## src/sbr_pkg.sv

```systemverilog
// shared types and constants for the status byte service request block
package sbr_pkg;

   // ----------------------------------------------------------------
   // status byte layout
   // ----------------------------------------------------------------
   localparam int BIT_EAV = 2;
   localparam int BIT_QSB = 3;
   localparam int BIT_MAV = 4;
   localparam int BIT_ESB = 5;
   localparam int BIT_RQS = 6;
   localparam int BIT_SPARE = 7;
   localparam int BIT_OPC = 0;
   // summary bits that may take part in a request: 3, 4, 5 and 7
   localparam logic [7:0] SUMMARY_SEL = 8'h00B8;

   // ----------------------------------------------------------------
   // reset values
   // ----------------------------------------------------------------
   localparam logic [7:0] SRE_RESET = 8'h0000;
   localparam logic [7:0] ESE_RESET = 8'h0000;
   localparam logic [7:0] SER_RESET = 8'h0000;
   localparam logic PSC_RESET = 1'b1;

   // ----------------------------------------------------------------
   // sizes and counts
   // ----------------------------------------------------------------
   localparam int BUF_AW = 4;
   localparam logic [BUF_AW:0] BUF_DEPTH = 5'h0010;
   localparam logic [1:0] RESTORE_WAIT = 2'h0003;

   // ----------------------------------------------------------------
   // command port
   // ----------------------------------------------------------------
   typedef enum logic [3:0] {
      CMD_NONE, CMD_SRE_WRITE, CMD_SRE_QUERY, CMD_STB_QUERY, CMD_ESE_WRITE,
      CMD_ESE_QUERY, CMD_ESR_QUERY, CMD_OPC, CMD_CLS, CMD_PRESET, CMD_PSC, CMD_DCL
   } sbr_cmd_code_type;

   typedef struct packed {
      logic valid;
      sbr_cmd_code_type code;
      logic [7:0] param;
   } sbr_cmd_type;

   typedef struct packed {
      logic valid;
      logic [7:0] data;
   } sbr_byte_type;

endpackage

```

## src/sbr_sync.sv

```systemverilog
// three-stage synchroniser with agreement filter for slow external levels
module sbr_sync
   import sbr_pkg::*;
#(
   parameter int WIDTH = 1
) (
   input wire logic ref_clk,
   input wire logic reset_n,
   input wire logic [WIDTH-1:0] async_in,
   output logic [WIDTH-1:0] sync_out
);

   logic [WIDTH-1:0] stage1;
   logic [WIDTH-1:0] stage2;
   logic [WIDTH-1:0] stage3;
   wire logic [WIDTH-1:0] agree = ~(stage2 ^ stage3);
   wire logic [WIDTH-1:0] next_sync_out = (agree & stage3) | (~agree & sync_out);

   // stage1 feeds stage2 only; the filter looks at stages two and three
   always_ff @(posedge ref_clk or negedge reset_n) begin
      if (!reset_n) begin
         stage1 <= '0;
         stage2 <= '0;
         stage3 <= '0;
         sync_out <= '0;
      end else begin
         stage1 <= async_in;
         stage2 <= stage1;
         stage3 <= stage2;
         sync_out <= next_sync_out;
      end
   end

endmodule

```

## src/sbr_resp_mem.sv

```systemverilog
// byte store for the response output buffer, registered read port
module sbr_resp_mem
   import sbr_pkg::*;
(
   input wire logic ref_clk,
   input wire logic reset_n,
   input wire logic wr_en,
   input wire logic [BUF_AW-1:0] wr_addr,
   input wire logic [7:0] wr_data,
   input wire logic rd_en,
   input wire logic [BUF_AW-1:0] rd_addr,
   output logic [7:0] rd_data
);

   logic [7:0] mem [0:(1<<BUF_AW)-1];

   // array has no reset: contents are only read after being written
   always_ff @(posedge ref_clk) begin
      if (wr_en) begin
         mem[wr_addr] <= wr_data;
      end
   end

   always_ff @(posedge ref_clk or negedge reset_n) begin
      if (!reset_n) begin
         rd_data <= 8'h0000;
      end else if (rd_en) begin
         rd_data <= mem[rd_addr];
      end
   end

endmodule

```

## src/sbr_status_srq.sv

```systemverilog
// status byte, service request enable mask, request latch and response buffer
module sbr_status_srq
   import sbr_pkg::*;
(
   input wire logic ref_clk,
   input wire logic reset_n,
   input wire sbr_cmd_type cmd,
   output logic cmd_ready,
   input wire logic ops_busy,
   input wire logic questionable_summary_bit,
   input wire logic ques_event_pulse,
   input wire logic ques_query,
   input wire logic error_available,
   input wire logic [7:0] std_event_set,
   input wire logic serial_poll,
   input wire logic resp_pop,
   output sbr_byte_type resp_out,
   output sbr_byte_type spoll_out,
   output logic srq,
   output logic [7:0] status_summary_byte,
   output logic [7:0] service_request_mask,
   output logic power_on_clear_option,
   input wire logic [7:0] nv_mask,
   input wire logic nv_power_on_clear
);

   // ----------------------------------------------------------------
   // state
   // ----------------------------------------------------------------
   typedef enum logic [1:0] {ST_IDLE, ST_WAIT_STB, ST_WAIT_OPC} sbr_state_type;

   sbr_state_type state;
   sbr_state_type next_state;
   logic [7:0] ese;
   logic [7:0] ser;
   logic [7:0] prev_enabled;
   logic [7:0] cause;
   logic [1:0] restore_cnt;
   logic restored;
   logic restore_arm;
   logic [BUF_AW-1:0] wr_ptr;
   logic [BUF_AW-1:0] rd_ptr;
   logic [BUF_AW:0] count;
   logic resp_valid;
   logic [7:0] resp_data;
   logic [7:0] nv_mask_sync;
   logic nv_psc_sync;

   // ----------------------------------------------------------------
   // external nonvolatile values cross in through the filter
   // ----------------------------------------------------------------
   sbr_sync #(.WIDTH(9)) u_nv_sync (
      .ref_clk(ref_clk),
      .reset_n(reset_n),
      .async_in({nv_power_on_clear, nv_mask}),
      .sync_out({nv_psc_sync, nv_mask_sync})
   );

   // ----------------------------------------------------------------
   // command decode
   // ----------------------------------------------------------------
   wire logic cmd_take = cmd.valid && cmd_ready;
   wire logic take_sre_wr = cmd_take && (cmd.code == CMD_SRE_WRITE);
   wire logic take_sre_rd = cmd_take && (cmd.code == CMD_SRE_QUERY);
   wire logic take_stb = cmd_take && (cmd.code == CMD_STB_QUERY);
   wire logic take_ese_wr = cmd_take && (cmd.code == CMD_ESE_WRITE);
   wire logic take_ese_rd = cmd_take && (cmd.code == CMD_ESE_QUERY);
   wire logic take_esr_rd = cmd_take && (cmd.code == CMD_ESR_QUERY);
   wire logic take_opc = cmd_take && (cmd.code == CMD_OPC);
   wire logic take_cls = cmd_take && (cmd.code == CMD_CLS);
   wire logic take_psc = cmd_take && (cmd.code == CMD_PSC);
   wire logic take_dcl = cmd_take && (cmd.code == CMD_DCL);
   // the nv filter output settles one edge after its third stage fills, so load a cycle later
   wire logic restore_due = !restored && (restore_cnt == RESTORE_WAIT);
   wire logic restore_fire = !restored && restore_arm;

   // ----------------------------------------------------------------
   // in-order completion of the status query and completion command
   // ----------------------------------------------------------------
   wire logic stb_done = (state == ST_WAIT_STB) && !ops_busy;
   wire logic opc_done = (state == ST_WAIT_OPC) && !ops_busy;

   always_comb begin
      next_state = state;
      unique case (state)
         ST_IDLE: begin
            if (take_stb) begin
               next_state = ST_WAIT_STB;
            end else if (take_opc) begin
               next_state = ST_WAIT_OPC;
            end
         end
         ST_WAIT_STB: begin
            if (stb_done) begin
               next_state = ST_IDLE;
            end
         end
         ST_WAIT_OPC: begin
            if (opc_done) begin
               next_state = ST_IDLE;
            end
         end
      endcase
   end

   // ----------------------------------------------------------------
   // standard event register and its summary
   // ----------------------------------------------------------------
   // the completion bit belongs to the completion command alone
   wire logic [7:0] ext_set = std_event_set & 8'h00FE;
   wire logic [7:0] opc_set = {7'h0000, opc_done};
   wire logic ser_clear = take_cls || take_esr_rd;
   // set wins over clear so an event in the clearing cycle survives
   wire logic [7:0] next_ser = (ser_clear ? SER_RESET : ser) | ext_set | opc_set;
   wire logic esb = |(ser & ese);

   // ----------------------------------------------------------------
   // status byte, request and master summary
   // ----------------------------------------------------------------
   wire logic mav = (count != '0);
   wire logic [7:0] summary = {1'b0, 1'b0, esb, mav, questionable_summary_bit,
                               error_available, 2'b00};
   wire logic [7:0] enabled = summary & service_request_mask & SUMMARY_SEL;
   wire logic mss = |enabled;
   wire logic [7:0] rise = enabled & ~prev_enabled;
   // a fresh event pulse re-arms even while its summary stays high
   wire logic [7:0] retrig = {2'b00,
                              (|(ext_set & ese)) && service_request_mask[BIT_ESB],
                              1'b0,
                              ques_event_pulse && service_request_mask[BIT_QSB],
                              3'b000};
   wire logic [7:0] trig_bits = rise | retrig;
   wire logic trigger = |trig_bits;
   wire logic withdraw = serial_poll || (take_esr_rd && cause[BIT_ESB])
                         || (ques_query && cause[BIT_QSB]);
   // a new trigger in the poll cycle wins and raises a fresh request
   wire logic next_srq = trigger || (srq && !withdraw);
   wire logic [7:0] next_cause = trig_bits | (withdraw ? 8'h0000 : cause);
   wire logic [7:0] stb_value = {summary[7], mss, summary[5:0]};
   wire logic [7:0] poll_value = {summary[7], srq, summary[5:0]};

   // ----------------------------------------------------------------
   // enable masks and power-on option
   // ----------------------------------------------------------------
   // clear-status and preset have no path into the enable mask
   wire logic [7:0] restore_mask = nv_psc_sync ? SRE_RESET : nv_mask_sync;
   wire logic [7:0] next_sre = take_sre_wr ? cmd.param :
                               restore_fire ? restore_mask :
                               service_request_mask;
   wire logic [7:0] next_ese = take_ese_wr ? cmd.param : ese;
   wire logic next_psc = take_psc ? cmd.param[0] :
                         restore_fire ? nv_psc_sync : power_on_clear_option;

   // ----------------------------------------------------------------
   // output buffer
   // ----------------------------------------------------------------
   wire logic push_req = take_sre_rd || take_ese_rd || take_esr_rd || stb_done;
   wire logic [7:0] push_data = take_sre_rd ? service_request_mask :
                                take_ese_rd ? ese :
                                take_esr_rd ? ser :
                                stb_value;
   // a full buffer drops the response; the reader must keep up
   wire logic push = push_req && (count != BUF_DEPTH) && !take_dcl;
   wire logic pop = resp_pop && mav && !take_dcl;
   wire logic [BUF_AW:0] next_count = take_dcl ? '0 :
                                      count + {{BUF_AW{1'b0}}, push}
                                      - {{BUF_AW{1'b0}}, pop};
   wire logic next_cmd_ready = (next_state == ST_IDLE) && (restored || restore_fire);

   sbr_resp_mem u_resp_mem (
      .ref_clk(ref_clk),
      .reset_n(reset_n),
      .wr_en(push),
      .wr_addr(wr_ptr),
      .wr_data(push_data),
      .rd_en(pop),
      .rd_addr(rd_ptr),
      .rd_data(resp_data)
   );

   assign resp_out = '{valid: resp_valid, data: resp_data};

   // ----------------------------------------------------------------
   // registers
   // ----------------------------------------------------------------
   always_ff @(posedge ref_clk or negedge reset_n) begin
      if (!reset_n) begin
         state <= ST_IDLE;
         cmd_ready <= 1'b0;
         restore_cnt <= '0;
         restored <= 1'b0;
         restore_arm <= 1'b0;
         service_request_mask <= SRE_RESET;
         power_on_clear_option <= PSC_RESET;
         ese <= ESE_RESET;
         ser <= SER_RESET;
      end else begin
         state <= next_state;
         cmd_ready <= next_cmd_ready;
         restore_cnt <= restored ? restore_cnt : restore_cnt + 2'h0001;
         restored <= restored || restore_fire;
         restore_arm <= restore_due;
         service_request_mask <= next_sre;
         power_on_clear_option <= next_psc;
         ese <= next_ese;
         ser <= next_ser;
      end
   end

   always_ff @(posedge ref_clk or negedge reset_n) begin
      if (!reset_n) begin
         prev_enabled <= 8'h0000;
         cause <= 8'h0000;
         srq <= 1'b0;
         status_summary_byte <= 8'h0000;
         spoll_out <= '0;
      end else begin
         prev_enabled <= enabled;
         cause <= next_cause;
         srq <= next_srq;
         status_summary_byte <= stb_value;
         spoll_out <= '{valid: serial_poll, data: poll_value};
      end
   end

   always_ff @(posedge ref_clk or negedge reset_n) begin
      if (!reset_n) begin
         wr_ptr <= '0;
         rd_ptr <= '0;
         count <= '0;
         resp_valid <= 1'b0;
      end else begin
         wr_ptr <= wr_ptr + BUF_AW'(push);
         rd_ptr <= take_dcl ? (wr_ptr + BUF_AW'(push)) : rd_ptr + BUF_AW'(pop);
         count <= next_count;
         resp_valid <= pop;
      end
   end
endmodule

```

## config.mk

```make
export PLATFORM = sky130hd
export DESIGN_NAME = sbr_status_srq
export DESIGN_NICKNAME = d
export VERILOG_FILES = /design/src/sbr_pkg.sv /design/src/sbr_sync.sv /design/src/sbr_resp_mem.sv /design/src/sbr_status_srq.sv
export SDC_FILE = /design/constraint.sdc
export NUM_CORES = 1
export LEC_CHECK = 0
export BUFFER_PORTS_ARGS = -buffer_cell sky130_fd_sc_hd__buf_4
export CAP_MARGIN = 15
export CELL_PAD_IN_SITES_DETAIL_PLACEMENT = 1
export CELL_PAD_IN_SITES_GLOBAL_PLACEMENT = 1
export CORE_ASPECT_RATIO = 0.75
export CORE_MARGIN = 4
export CORE_UTILIZATION = 45
export CTS_CLUSTER_SIZE = 24
export DETAILED_ROUTE_END_ITERATION = 10
export PLACE_DENSITY_LB_ADDON = 0.1
export RECOVER_POWER = 25
export REMOVE_ABC_BUFFERS = 1
export SLEW_MARGIN = 20
export SYNTH_ARGS = -nofsm -noshare
export SYNTH_HDL_FRONTEND = slang
export SYNTH_SLANG_ARGS = --single-unit
```

## constraint.sdc

```tcl
create_clock -name ref_clk -period 2.7 [get_ports ref_clk]
set_clock_uncertainty 0.05 [all_clocks]
set_input_delay 0.135 -clock ref_clk [delete_from_list [all_inputs] [get_ports ref_clk]]
set_output_delay 0.135 -clock ref_clk [all_outputs]
set_load 0.05 [all_outputs]
```

After elaboration in Yosys (flattened, before gate mapping). Memories as Yosys holds them, arrays and structs flattened. A register that Yosys moved wholly into a read port is not among the register bits. Cells that the tools add are included.

Add/subtract/negate cells: 5. Eq/ne operators: 14. Multiplexer cells: 19. Bitwise gates (word level): 15. Reductions and logical operators: 47.

Operators by type and width (number): $mux W8 (8); $logic_and A1 B1 Y1 (25); $and A8 B8 Y8 (3); $reduce_or A8 Y1 (3); $and A9 B9 Y9 (2); $not A9 Y9 (2); $eq A4 B3 Y1 const B (4); $or A8 B8 Y8 (2); $eq A4 B4 Y1 const B (3); $or A9 B9 Y9 (1); $xor A9 B9 Y9 (1); $add A4 B1 Y4 (2); $and A6 B8 Y8 (1); $eq A4 B2 Y1 const B (2); $logic_or A1 B1 Y1 (8); $mux W2 (4); $not A8 Y8 (1); $or A8 B1 Y8 (1); $or A8 B6 Y8 (1); $pmux W2 S3 (1); $add A5 B1 Y5 (1); $logic_not A1 Y1 (5); $mux W5 (1); $ne A5 B5 Y1 const B (1); 11 further kinds (17).

Register bits after elaboration: 106. RAM bits: 128. Input port bits: 39. Output and inout port bits: 37. Memories kept: 1.

Memory list: u_resp_mem.mem (words 16, width 8, read ports 1, clocked after Yosys merged registers in 1, write ports 1, line sbr_resp_mem.sv:15) `logic [7:0] mem [0:(1<<BUF_AW)-1];`.

Depth between registers and ports, before layout. Gate-level depths: netlist of run 1.

Depth after elaboration: 10. Mapped depth: 16. Depth with buffers taken out: 15.

Cells and area by module. From an unflattened synthesis of run 1, not the netlist that was laid out.

Cell total of the unflattened synthesis: 570. Area, all modules: 9415.3 sq um.

By module, submodules not included: sbr_resp_mem (times used 1, cells an instance 240, area an instance 5331.4 sq um); sbr_status_srq (times used 1, cells an instance 285, area an instance 3081.7 sq um); sbr_sync (times used 1, cells an instance 45, area an instance 1002.2 sq um).

Least setup slack after synthesis of run 1. No wires, ideal clock.

Kind: reg2reg. Start: reg cmd_ready. End: reg count[4]. Library setup time: 0.078 ns. Arrival time: 2.791 ns. Required time: 2.572 ns. Path slack: -0.219 ns. Stages on the path, launching flop included: 16. Path buffers: 1. Period minus slack after synthesis: 2.919 ns. Path through: dfrtp_1 > nand4_1 > or2_1 > buf_4 > nand3_4 > inv_2 > ha_1 > inv_1 > ha_1 > inv_1 > fa_1 > inv_1 > a21oi_1 > nor2_1 > or3_1 > a21oi_1.

Elaborated cells between the ends (all ways): 15. Classes of those cells: add/sub (2); mux (1); reduce/logical (12).

RTL lines: from (decl) (line sbr_status_srq.sv:8) `output logic cmd_ready,`; from (signal assigned) (line sbr_status_srq.sv:199) `cmd_ready <= next_cmd_ready;`; $logic_and A1 B1 Y1 (line sbr_status_srq.sv:62) `wire logic cmd_take = cmd.valid && cmd_ready;`; $logic_and A1 B1 Y1 (line sbr_status_srq.sv:72) `wire logic take_dcl = cmd_take && (cmd.code == CMD_DCL);`; $logic_not A1 Y1 (line sbr_status_srq.sv:164) `wire logic pop = resp_pop && mav && !take_dcl;`; $logic_and A1 B1 Y1 (line sbr_status_srq.sv:164); via pop (line sbr_status_srq.sv:164); $sub A5 B1 Y5 (line sbr_status_srq.sv:167) `- {{BUF_AW{1'b0}}, pop};`; $mux W5 (line sbr_status_srq.sv:165) `wire logic [BUF_AW:0] next_count = take_dcl ? '0 :`; via next_count[4] (line sbr_status_srq.sv:165); to (signal assigned) (line sbr_status_srq.sv:235) `count <= next_count;`; to (decl) (line sbr_status_srq.sv:43) `logic [BUF_AW:0] count;`.

The timed path passes the listed nets, and every way through them passes these cells. A chain may end at the register's enable or synchronous reset.

Worst setup path after layout of run 1.
Start: in cmd[10] in the netlist's numbering. End: reg count[4].

Elaborated cells between the ends (all ways): 18. Classes of those cells: add/sub (2); eq/ne (4); mux (1); reduce/logical (11).

RTL lines: from (decl) (line sbr_status_srq.sv:7) `input wire sbr_cmd_type cmd,`; $eq A4 B4 Y1 (line sbr_status_srq.sv:72); $logic_and A1 B1 Y1 (line sbr_status_srq.sv:72); $logic_not A1 Y1 (line sbr_status_srq.sv:164); $logic_and A1 B1 Y1 (line sbr_status_srq.sv:164); via pop (line sbr_status_srq.sv:164); $sub A5 B1 Y5 (line sbr_status_srq.sv:167); $mux W5 (line sbr_status_srq.sv:165); via next_count[4] (line sbr_status_srq.sv:165).

The timed path passes the listed nets, and every way through them passes these cells.

==> impl_results.md, run 1 <==
- Status: finished clean
- CTS root buf: clkbuf_16
- Crit-path slowest cell: dlygate4sd3_1
- Pin count of the biggest net entering global routing: 42
- Die width: 174 microns
- Hold Path Stages: 3
- Post-synthesis adder-cell area fraction: 2.95%
- CTS sink count: 231
- TritonCTS clock tree: done
- Hold Fails Final Rpt: 0
- N_diodes: 0
- Warnings from Yosys: 0
- Worst setup SP type: primary input
- Post-synth EDFFs: 128
- Die ar.: 22900 sq um
- Worst Path Buf+Inv: 6
- Post-Synthesis Cells: 561
- Initial Util: 45.7%
- Vias per std cell: 5.37
- DRC: 0
- Routed Antenna Nets: 0
- Clock Latency Late Sink: 500 ps
- Hold EP: cause[5]$_DFF_PN0_
- Synthesized area: 9250 sq um
- DIE HEIGHT: 132 microns
- Critical R2R Launch: cmd_ready$_DFF_PN0_
- R2R Path End: count[4]$_DFF_PN0_
- Core region area: 20200 sq um
- PD cells: 996 nW/um^2
- Vias in the first global route: 5808
- Clock period minus worst slack: 2610 ps
- Drt wl/cell: 22.4 microns
- Post-synthesis sequential area ratio: 69.5%
- First-pass GRT wire length: 34700 microns
- Hold Crit Class: in -> reg
- DP HPWL: 15000 microns
- Fin crit share: 96.7%
- Clock Pin Slew Worst Setup and Hold Paths: 60 ps
- Fin Hold WS: 50.1 ps
- Seq cells post-synth: 231
- Non-Filler Instances: 977
- Worst-path fanout max: 7
- H-Tree Depth: 1
- Final Max Tran Viols: 0
- Initial antenna violation count: 0
- Initial DRC count: 431
- Std cell rows: 45
- CP arrival: 3000 ps
- Clock Path Buffers: 3
- Mux contribution to synthesized area: 12.5%
- Final GP Congestion: 0.841
- I/O pins: 76
- Crit path max-delay family: simple AND/OR/NAND/NOR gates
- Yosys cell types: 55
- Layout cells sized above 1: 29.8%
- Total routing usage reported by global routing: 19.6%
- Setup violators final: 0
- Reg2reg path depth: 14
- Min-delay src: ques_query
- VDD IR max: 0.436 mV
- Nets: 754
- Via count: 5248
- Type of the worst setup path: in -> reg
- Cells along the critical path: dlygate4sd3_1 > buf_4 > nand2b_2 > or2_4 > nand3_4 > inv_4 > ha_4 > inv_1 > ha_1 > inv_2 > fa_2 > inv_1 > a21oi_2 > nor2_2 > or3_4 > a21oi_2
- Number of cells after detailed placement: 894
- Largest stage delay, worst path: 550 ps
- Largest family of logic cells by synthesized area: multiplexers
- Worst setup EP type: register
- Leak pwr: 4.51 nW
- Final wirelength: 21900 microns
- Post-synthesis xor/xnor area fraction: 0.758%
- Setup slack, reg-to-reg: 100 ps
- Measured slew at the worst slew-check pin: 1110 ps
- Mean Syn Cell Area: 16.5 sq um
- Slew HR: 25.7%
- Simple-gate share of the synthesized area: 6.63%
- Primary FF master, synth: edfxtp_1
- Max cap viols: 0
- Layout area overhead: 23.5%
- Highest Clock Rate: 383 MHz
- I/O Buffers: 68
- # fillers: 1868
- Total CTS buffers: 24
- Post-synthesis compound-gate area fraction: 5.03%
- Ys async rst share: 44.6%
- Pre-antenna DRT Iters: 4
- Global route total overflow: 0
- Critical Path RT: 3090 ps
==> area by class of cell <==
type / instances / area, sq um / area share (%)
multi-input combinational: 287 / 2640 / 23.2
tap: 258 / 323 / 2.83
inverter: 18 / 70.1 / 0.614
clock inverter: 8 / 118 / 1.03
clock buffer: 36 / 714 / 6.26
timing repair buffer: 139 / 1130 / 9.86
sequential: 231 / 6420 / 56.3
==> cell families (layout without fill, tap and decap cells) <==
family	after synthesis	in the layout
muxes	74	74
xor gates and xnor gates	8	8
AOI/OAI and AO/OA	64	64
buffers and inverters	48	201
DFF	231	231
and+or+nand+nor	112	112
other	1	6
adders and majority gates	23	23
==> registers in the layout (all words and copies together) (netlist names), named ones only <==
signal                 count
u_nv_sync.stage3           9
restore_cnt                2
cmd_ready                  1
status_summary_byte        5
cause                      2
service_request_mask       8
power_on_clear_option      1
wr_ptr                     4
restore_arm                1
ese                        8
u_nv_sync.stage1           9
count                      5
u_nv_sync.stage2           9
u_resp_mem.mem           128
spoll_out                  2
rd_ptr                     4
restored                   1
state                      2
u_resp_mem.rd_data         8
ser                        8
prev_enabled               3
resp_valid                 1
srq                        1
==> worst register-to-register path, stage by stage, from the launching register on <==
cell     delay (ps)
dfrtp_1         420
nand4_1         140
or2_4           280
nand3_4          80
inv_4            60
ha_4            250
inv_1            30
ha_1            200
inv_2            70
fa_2            200
inv_1            50
a21oi_2         140
nor2_2           60
or3_4           370
a21oi_2         130
==> cell usage in the layout (no fill, tap or decap), types with 3 or more instances in the layout <==
cell type,n
a21o_1,8
a21oi_1,4
a222oi_1,4
a22oi_1,8
buf_4,89
bufinv_16,3
clkbuf_1,7
clkbuf_16,25
clkbuf_2,3
clkbuf_4,12
clkbuf_8,4
clkinv_2,4
conb_1,6
dfrtp_1,101
dlygate4sd3_1,34
edfxtp_1,128
ha_1,12
inv_1,16
maj3_1,9
mux2_2,11
mux2i_1,31
mux4_2,32
nand2_1,36
nand2b_1,7
nand3_1,5
nor2_1,22
nor2b_1,10
nor3_1,3
o21ai_0,21
o221ai_1,8
or2_2,3
xnor2_1,4
xor2_1,4
==> worst max path at each step <==
| stage | startpoint | cells past startpoint | endpoint |
|---|---|---|---|
| 2_1_floorplan | cmd_ready$_DFF_PN0_ | 14 | count[4]$_DFF_PN0_ |
| 3_3_place_gp | cmd_ready$_DFF_PN0_ | 14 | count[4]$_DFF_PN0_ |
| 3_5_place_dp | state[1]$_DFF_PN0_ | 14 | count[4]$_DFF_PN0_ |
| 4_1_cts | cmd_ready$_DFF_PN0_ | 13 | count[4]$_DFF_PN0_ |
| 5_1_grt | cmd_ready$_DFF_PN0_ | 14 | count[4]$_DFF_PN0_ |
| 6_report | cmd[10] | 16 | count[4]$_DFF_PN0_ |
==> metrics by stage <==
step / util (%) / setup TNS, ps / setup WS, ps / cell area [sq um] / total power [W]
after floorplan: - / -210 / -210 / 9090 / 0.00676
after global placement: 50.4 / 0 / 123 / 10200 / 0.00776
after detailed placement: 50.4 / -7.30 / -7.30 / 10200 / 0.00790
after CTS: 56.2 / 0 / 18.1 / 11400 / 0.0114
after global routing: 56.5 / -20.9 / -20.9 / 11400 / 0.0120
final: 56.5 / 0 / 88.6 / 11400 / 0.0114
==> where the power goes <==
part,switching [W],internal [W]
combinational,0.00193,0.00140
clock,0.00131,0.00212
sequential,0.000372,0.00425
==> synthesized netlist by cell type (9+ instances only) <==
library cell | number | share of area [%]
inv_1 | 17 | 0.69
dfrtp_1 | 102 | 28
maj3_1 | 9 | 0.97
edfxtp_1 | 128 | 42
buf_4 | 14 | 1.1
nand2_1 | 37 | 1.5
o21ai_0 | 21 | 1.1
ha_1 | 13 | 1.8
nor2b_1 | 11 | 0.74
mux2_2 | 11 | 1.3
mux4_2 | 32 | 7.8
mux2i_1 | 31 | 3.4
nor2_1 | 23 | 0.93
==> metal layers <==
metal | up-vias | routed length (microns) | track usage [%]
li1 | 2373 | - | -
met1 | 2745 | 10300 | 30.0
met2 | 114 | 10400 | 30.6
met3 | 16 | 987 | 2.90
met4 | 0 | 193 | 3.15
met5 | - | 0 | 0
==> what timing repair did <==
action | 4_1_cts | 5_1_grt
setup buffers | 0 | 5
gates resized for setup | 2 | 11
setup endpoints to repair | 1 | 1
gates cloned | 0 | 0
hold endpoints to repair | 82 | 0
hold buffers | 34 | 0
pin swaps | 0 | 6
Note: power is estimated with default switching activity, not from simulation.
==> run 2, diff against run 1 <==
--- a/config.mk
+++ b/config.mk
@@ -16,3 +16,3 @@
 export DETAILED_ROUTE_END_ITERATION = 10
-export PLACE_DENSITY_LB_ADDON = 0.1
+export PLACE_DENSITY_LB_ADDON = 0.12
 export RECOVER_POWER = 25
--- a/constraint.sdc
+++ b/constraint.sdc
@@ -4,2 +4,2 @@
 set_output_delay 0.135 -clock ref_clk [all_outputs]
-set_load 0.05 [all_outputs]
+set_load 0.01 [all_outputs]
==> impl_results.md, run 2 (same netlist as run 1, synthesis figures left out) <==
- Largest register FFs: 128 (unchanged)
- Non-Filler Instances: 978 (was 977)
- Initial antenna violation count: 0 (unchanged)
- Worst setup SP type: register (was primary input)
- Hold Path Stages: 5 (was 3)
- Initial DRC count: 341 (was 431)
- Final Max Tran Viols: 34 (was 0)
- PD cells: 937 nW/um^2 (was 996 nW/um^2)
- Clock Pin Slew Worst Setup and Hold Paths: 60 ps (about the same)
- Total CTS buffers: 24 (unchanged)
- Most frequent cells in the layout: edfxtp_1 (128), dfrtp_1 (100), buf_4 (90), nand2_1 (36), dlygate4sd3_1 (35) (was edfxtp_1 (128), dfrtp_1 (101), buf_4 (89), nand2_1 (36), dlygate4sd3_1 (34))
- Place WS: 10.6 ps (was -7.30 ps)
- Clock Latency Late Sink: 520 ps (was 500 ps)
- Slew HR: -24.2% (was 25.7%)
- Vias per std cell: 5.36 (was 5.37)
- Routed Antenna Nets: 0 (unchanged)
- CTS root buf: clkbuf_16 (unchanged)
- DP HPWL: 14500 microns (was 15000 microns)
- Power after layout: 0.0107 W (was 0.0114 W)
- Measured slew at the worst slew-check pin: 1860 ps (was 1110 ps)
- Clock Path Buffers: 3 (unchanged)
- Violated checks: max-capacitance violations, max-slew violations
- Status: finished, violations left (was finished clean)
- Vias in the first global route: 5804 (was 5808)
- Die ar.: 22900 sq um (unchanged)
- Leak pwr: 4.50 nW (was 4.51 nW)
- Hold Crit Class: in -> reg (unchanged)
- First-pass GRT wire length: 33700 microns (was 34700 microns)
- N_diodes: 0 (unchanged)
- Nets: 756 (was 754)
- Fin crit share: 93.8% (was 96.7%)
- Setup slack, reg-to-reg: 170 ps (was 100 ps)
- Critical Path RT: 3090 ps (about the same)
- Reg2reg path depth: 14 (unchanged)
- H-Tree Depth: 1 (unchanged)
- Hold EP: power_on_clear_option$_DFFE_PN1P_ (was cause[5]$_DFF_PN0_)
- Setup WS post-layout: 166 ps (was 88.6 ps)
- Initial Util: 45.7% (unchanged)
- Min-delay src: cmd[9] (was ques_query)
- Final wirelength: 21200 microns (was 21900 microns)
- Pin count of the biggest net entering global routing: 47 (was 42)
- Die width: 174 microns (unchanged)
- Setup violators final: 0 (unchanged)
- Number of cells after detailed placement: 894 (unchanged)
- # fillers: 1918 (was 1868)
- Global route total overflow: 0 (unchanged)
- Drt wl/cell: 21.7 microns (was 22.4 microns)
- Hold Fails Final Rpt: 0 (unchanged)
- DRC: 0 (unchanged)
- CTS sink count: 231 (unchanged)
- TritonCTS clock tree: done (unchanged)
- VDD IR max: 0.492 mV (was 0.436 mV)
- Final GP Congestion: 0.793 (was 0.841)
- Core region area: 20200 sq um (unchanged)
- Critical R2R Launch: cmd_ready$_DFF_PN0_ (unchanged)
- Layout cells sized above 1: 29.9% (was 29.8%)
- DIE HEIGHT: 132 microns (unchanged)
- Via count: 5245 (was 5248)
- Max cap viols: 1 (was 0)
- I/O Buffers: 68 (unchanged)
- CP arrival: 2920 ps (was 3000 ps)
- Std cell rows: 45 (unchanged)
- I/O pins: 76 (unchanged)
- Total routing usage reported by global routing: 18.7% (was 19.6%)
- Worst-path fanout max: 5 (was 7)
- Worst setup EP type: register (unchanged)
- Type of the worst setup path: reg -> reg (was in -> reg)
- Layout area overhead: 23.3% (was 23.5%)
- Clock period minus worst slack: 2530 ps (was 2610 ps)
- Pre-antenna DRT Iters: 4 (unchanged)
- Highest Clock Rate: 395 MHz (was 383 MHz)
- Most common cell after layout, fill and taps aside: edfxtp_1 (unchanged)
- Biggest register: u_resp_mem.mem (unchanged)
- R2R Path End: count[4]$_DFF_PN0_ (unchanged)
## run 2: report_power, final
part | internal [W] | leakage, nW | total [W] | switching (W)
registers | 0.00425 | 2.36 | 0.00463 | 0.000376
clock network | 0.00188 | 0.386 | 0.00325 | 0.00137
logic | 0.00139 | 1.75 | 0.00281 | 0.00142
total | 0.00752 | 4.50 | 0.0107 | 0.00317
## run 2: stage by stage
| step | setup TNS (ps) | hold slack, ps | util, % | cell area (sq um) |
|---|---|---|---|---|
| 6_report | 0 | 65.4 | 56.4 | 11400 |
| 5_1_grt | -13.6 | 72.2 | 56.4 | 11400 |
| 3_5_place_dp | 0 | 63.4 | 50.4 | 10200 |
| 4_1_cts | 0 | 34.7 | 56.1 | 11300 |
| 2_1_floorplan | 0 | -211 | - | 9090 |
| 3_3_place_gp | 0 | 55.3 | 50.4 | 10200 |
## run 2: how the worst max path moves through the flow
stage,cells after the start,startpoint,slack [ps],end
5_1_grt,14,cmd_ready$_DFF_PN0_,-10,count[4]$_DFF_PN0_
6_report,14,cmd_ready$_DFF_PN0_,170,count[4]$_DFF_PN0_
2_1_floorplan,14,cmd_ready$_DFF_PN0_,90,count[4]$_DFF_PN0_
3_5_place_dp,14,state[1]$_DFF_PN0_,10,count[4]$_DFF_PN0_
3_3_place_gp,14,cmd_ready$_DFF_PN0_,110,count[4]$_DFF_PN0_
4_1_cts,14,cmd_ready$_DFF_PN0_,5,count[4]$_DFF_PN0_
## run 2: area by class of cell
type	count	area (sq um)	area share, %
Inverter	18	67.6	0.593
Clock inverter	15	169	1.48
Tap cell	258	323	2.83
Multi-Input combinational cell	287	2640	23.1
Clock buffer	28	626	5.49
Sequential cell	231	6420	56.4
Timing Repair Buffer	141	1150	10.1
## run 2: timing repair
action / CTS / global route
gates cloned: 0 / 0
hold buffers: 35 / 0
hold endpoints to repair: 143 / 0
pin swaps: 0 / 7
buffers inserted: 0 / 6
gates resized for setup: 1 / 15
setup endpoints to repair: 1 / 1
## run 2: critical path, stage by stage (launching register included)
cell,delay (ps)
dfrtp_2,400
nand4_1,120
or2_4,290
nand3_4,90
inv_2,60
ha_1,270
inv_1,40
ha_2,170
inv_2,60
fa_2,200
inv_1,60
a21oi_2,120
nor2_1,60
or3_1,350
a21oi_1,130
## run 2: per-layer routing
metal / up-vias / GRT usage (%) / routed length, microns
met5: - / 0 / 0
met4: 0 / 3.15 / 326
met3: 26 / 3.70 / 1020
met2: 107 / 29.9 / 10000
met1: 2733 / 27.6 / 9810
li1: 2379 / - / -
==> run 3, diff against run 2 <==
- SETUP_SLACK_MARGIN: default -> 0.5
- SKIP_CTS_REPAIR_TIMING: default -> 1
==> impl_results.md, run 3 (same netlist as run 1, synthesis figures left out) <==
- Status: finished, violations left (unchanged)
- Violated checks: max-capacitance violations, max-slew violations (unchanged)
- PD cells: 935 nW/um^2 (was 937 nW/um^2)
- Crit path max-delay family: simple AND/OR/NAND/NOR gates (unchanged)
- Critical Path RT: 3090 ps (about the same)
- Clock Latency Late Sink: 520 ps (about the same)
- Cells along the critical path: nand4_1 > or2_4 > buf_6 > o211ai_4 > ha_4 > inv_2 > ha_4 > inv_2 > fa_2 > inv_2 > a21oi_2 > nor2_2 > or3_1 > a21oi_1 (was nand4_1 > or2_4 > nand3_4 > inv_2 > ha_1 > inv_1 > ha_2 > inv_2 > fa_2 > inv_1 > a21oi_2 > nor2_1 > or3_1 > a21oi_1)
- Reg2reg path depth: 14 (unchanged)
- Worst-path fanout max: 4 (was 5)
- Dpl cell area: 10200 sq um (unchanged)
- DP HPWL: 14500 microns (unchanged)
- Routed Antenna Nets: 0 (unchanged)
- RSZ-0062 raised after global routing: yes
- Hold Path Stages: 5 (unchanged)
- Critical R2R Launch: cmd_ready$_DFF_PN0_ (unchanged)
- Clock Pin Slew Worst Setup and Hold Paths: 60 ps (about the same)
- Final wirelength: 21700 microns (was 21200 microns)
- Measured slew at the worst slew-check pin: 1860 ps (about the same)
- Most frequent cells in the layout: edfxtp_1 (128), dfrtp_1 (100), buf_4 (79), nand2_1 (36), dlygate4sd3_1 (34) (was edfxtp_1 (128), dfrtp_1 (100), buf_4 (90), nand2_1 (36), dlygate4sd3_1 (35))
- Sequential share of power: 42.7% (was 43.3%)
- Largest stage delay, worst path: 400 ps (about the same)
- Type of the worst setup path: reg -> reg (unchanged)
- I/O Buffers: 68 (unchanged)
- Total CTS buffers: 24 (unchanged)
- VDD IR max: 0.492 mV (about the same)
- Most common cell after layout, fill and taps aside: edfxtp_1 (unchanged)
- Crit-path slowest cell: dfrtp_2 (unchanged)
- TritonCTS clock tree: done (unchanged)
- CTS root buf: clkbuf_16 (unchanged)
- Global route total overflow: 0 (unchanged)
- Initial Util: 45.7% (unchanged)
- Sw frac: 30.4% (was 29.6%)
- N_diodes: 0 (unchanged)
- CP arrival: 2920 ps (about the same)
- Internal power: 0.00759 W (was 0.00752 W)
- Layout cells sized above 1: 33.5% (was 29.9%)
- Final Max Tran Viols: 34 (unchanged)
- Core region area: 20200 sq um (unchanged)
- Worst setup EP type: register (unchanged)
- Max cap viols: 1 (unchanged)
- Clock Path Buffers: 3 (unchanged)
- Slew HR: -24.2% (about the same)
- Drt wl/cell: 22.1 microns (was 21.7 microns)
- Std cell rows: 45 (unchanged)
- Total routing usage reported by global routing: 18.2% (was 18.7%)
- Initial DRC count: 411 (was 341)
- Die width: 174 microns (unchanged)
- H-Tree Depth: 1 (unchanged)
- Pre-antenna DRT Iters: 5 (was 4)
- Hold EP: power_on_clear_option$_DFFE_PN1P_ (unchanged)
- Initial antenna violation count: 0 (unchanged)
- Worst setup SP type: register (unchanged)
- Comb pwr share: 27.4% (was 26.3%)
- CTS sink count: 231 (unchanged)
- Die ar.: 22900 sq um (unchanged)
- First-pass GRT wire length: 32900 microns (was 33700 microns)
- I/O pins: 76 (unchanged)
- Pin count of the biggest net entering global routing: 47 (unchanged)
- DIE HEIGHT: 132 microns (unchanged)
- Fin Hold WS: 57.7 ps (was 65.4 ps)
- Worst Path Buf+Inv: 4 (unchanged)
- Final Util: 57.7% (was 56.4%)
- Biggest register: u_resp_mem.mem (unchanged)
- Layout area overhead: 26.1% (was 23.3%)
- Highest Clock Rate: 395 MHz (about the same)
- Clock period minus worst slack: 2530 ps (about the same)
- R2R Path End: count[4]$_DFF_PN0_ (unchanged)
- Switching power: 0.00331 W (was 0.00317 W)
- Critical Path Stages: 14 (unchanged)
- # fillers: 1893 (was 1918)
- Final GP Congestion: 0.793 (unchanged)
- Post-route cell area: 11700 sq um (was 11400 sq um)
- Fin crit share: 93.7% (was 93.8%)
- Final setup TNS: 0 ps (unchanged)
- Min-delay src: cmd[9] (unchanged)
- Largest register FFs: 128 (unchanged)
- Cell mode on critical path: inv_2
- Nets: 759 (was 756)
- Vias in the first global route: 5629 (was 5804)
- Leak pwr: 4.52 nW (was 4.50 nW)
- Setup slack, reg-to-reg: 170 ps (about the same)
- Hold Fails Final Rpt: 0 (unchanged)
- Hold Crit Class: in -> reg (unchanged)
- DRC: 0 (unchanged)
- Power after layout: 0.0109 W (was 0.0107 W)
- Setup violators final: 0 (unchanged)
- Via count: 5350 (was 5245)
- Clock power share: 29.9% (was 30.4%)
- Vias per std cell: 5.45 (was 5.36)
==> run 3: cell types whose count changed in the layout (fill, tap and decap cells not counted), sizes merged <==
cell	previous run	this run
buf	93	97
dlygate4sd3	35	34
==> run 3: how the worst max path moves through the flow <==
stage	start	end	slack, ps
3_5_place_dp	state[1]$_DFF_PN0_	count[4]$_DFF_PN0_	10
5_1_grt	cmd_ready$_DFF_PN0_	count[4]$_DFF_PN0_	50
4_1_cts	state[1]$_DFF_PN0_	count[4]$_DFF_PN0_	-10
3_3_place_gp	cmd_ready$_DFF_PN0_	count[4]$_DFF_PN0_	110
6_report	cmd_ready$_DFF_PN0_	count[4]$_DFF_PN0_	170
2_1_floorplan	cmd_ready$_DFF_PN0_	count[4]$_DFF_PN0_	90
==> run 3: cell type report <==
type,count,area [sq um],share of cell area [%]
Clock inverter,15,169,1.45
Clock buffer,28,626,5.37
Inverter,18,70.1,0.601
Multi-Input combinational cell,287,2780,23.9
Sequential cell,231,6420,55.1
Timing Repair Buffer,144,1260,10.8
Tap cell,258,323,2.77
==> run 3: routing by layer <==
layer	share of wire (%)	track usage (%)
met5	0	0
met3	4.9	3.70
met4	1.7	3.28
met2	47	28.5
met1	46	27.2
==> run 3: per-stage QoR <==
| stage | setup slack [ps] | instances |
|---|---|---|
| final | 169 | 981 |
| after global routing | 48.6 | 981 |
| after CTS | -12.8 | 937 |
| after detailed placement | 10.6 | 894 |
| after global placement | 112 | 894 |
| after floorplan | 93.5 | 536 |
==> run 3: power groups by stage <==
stage	logic, W	registers, W	clock network, W
2_1_floorplan	0.00148	0.00483	0
3_3_place_gp	0.00263	0.00465	0
3_5_place_dp	0.00271	0.00468	0
4_1_cts	0.00272	0.00461	0.00335
5_1_grt	0.00330	0.00471	0.00351
6_report	0.00299	0.00465	0.00326
==> run 3: tightest hold or removal path, stage by stage <==
cell and delay (ps):
buf_4 150, nand2_1 100, nor2_1 80, nand2_1 70, o21ai_0 70
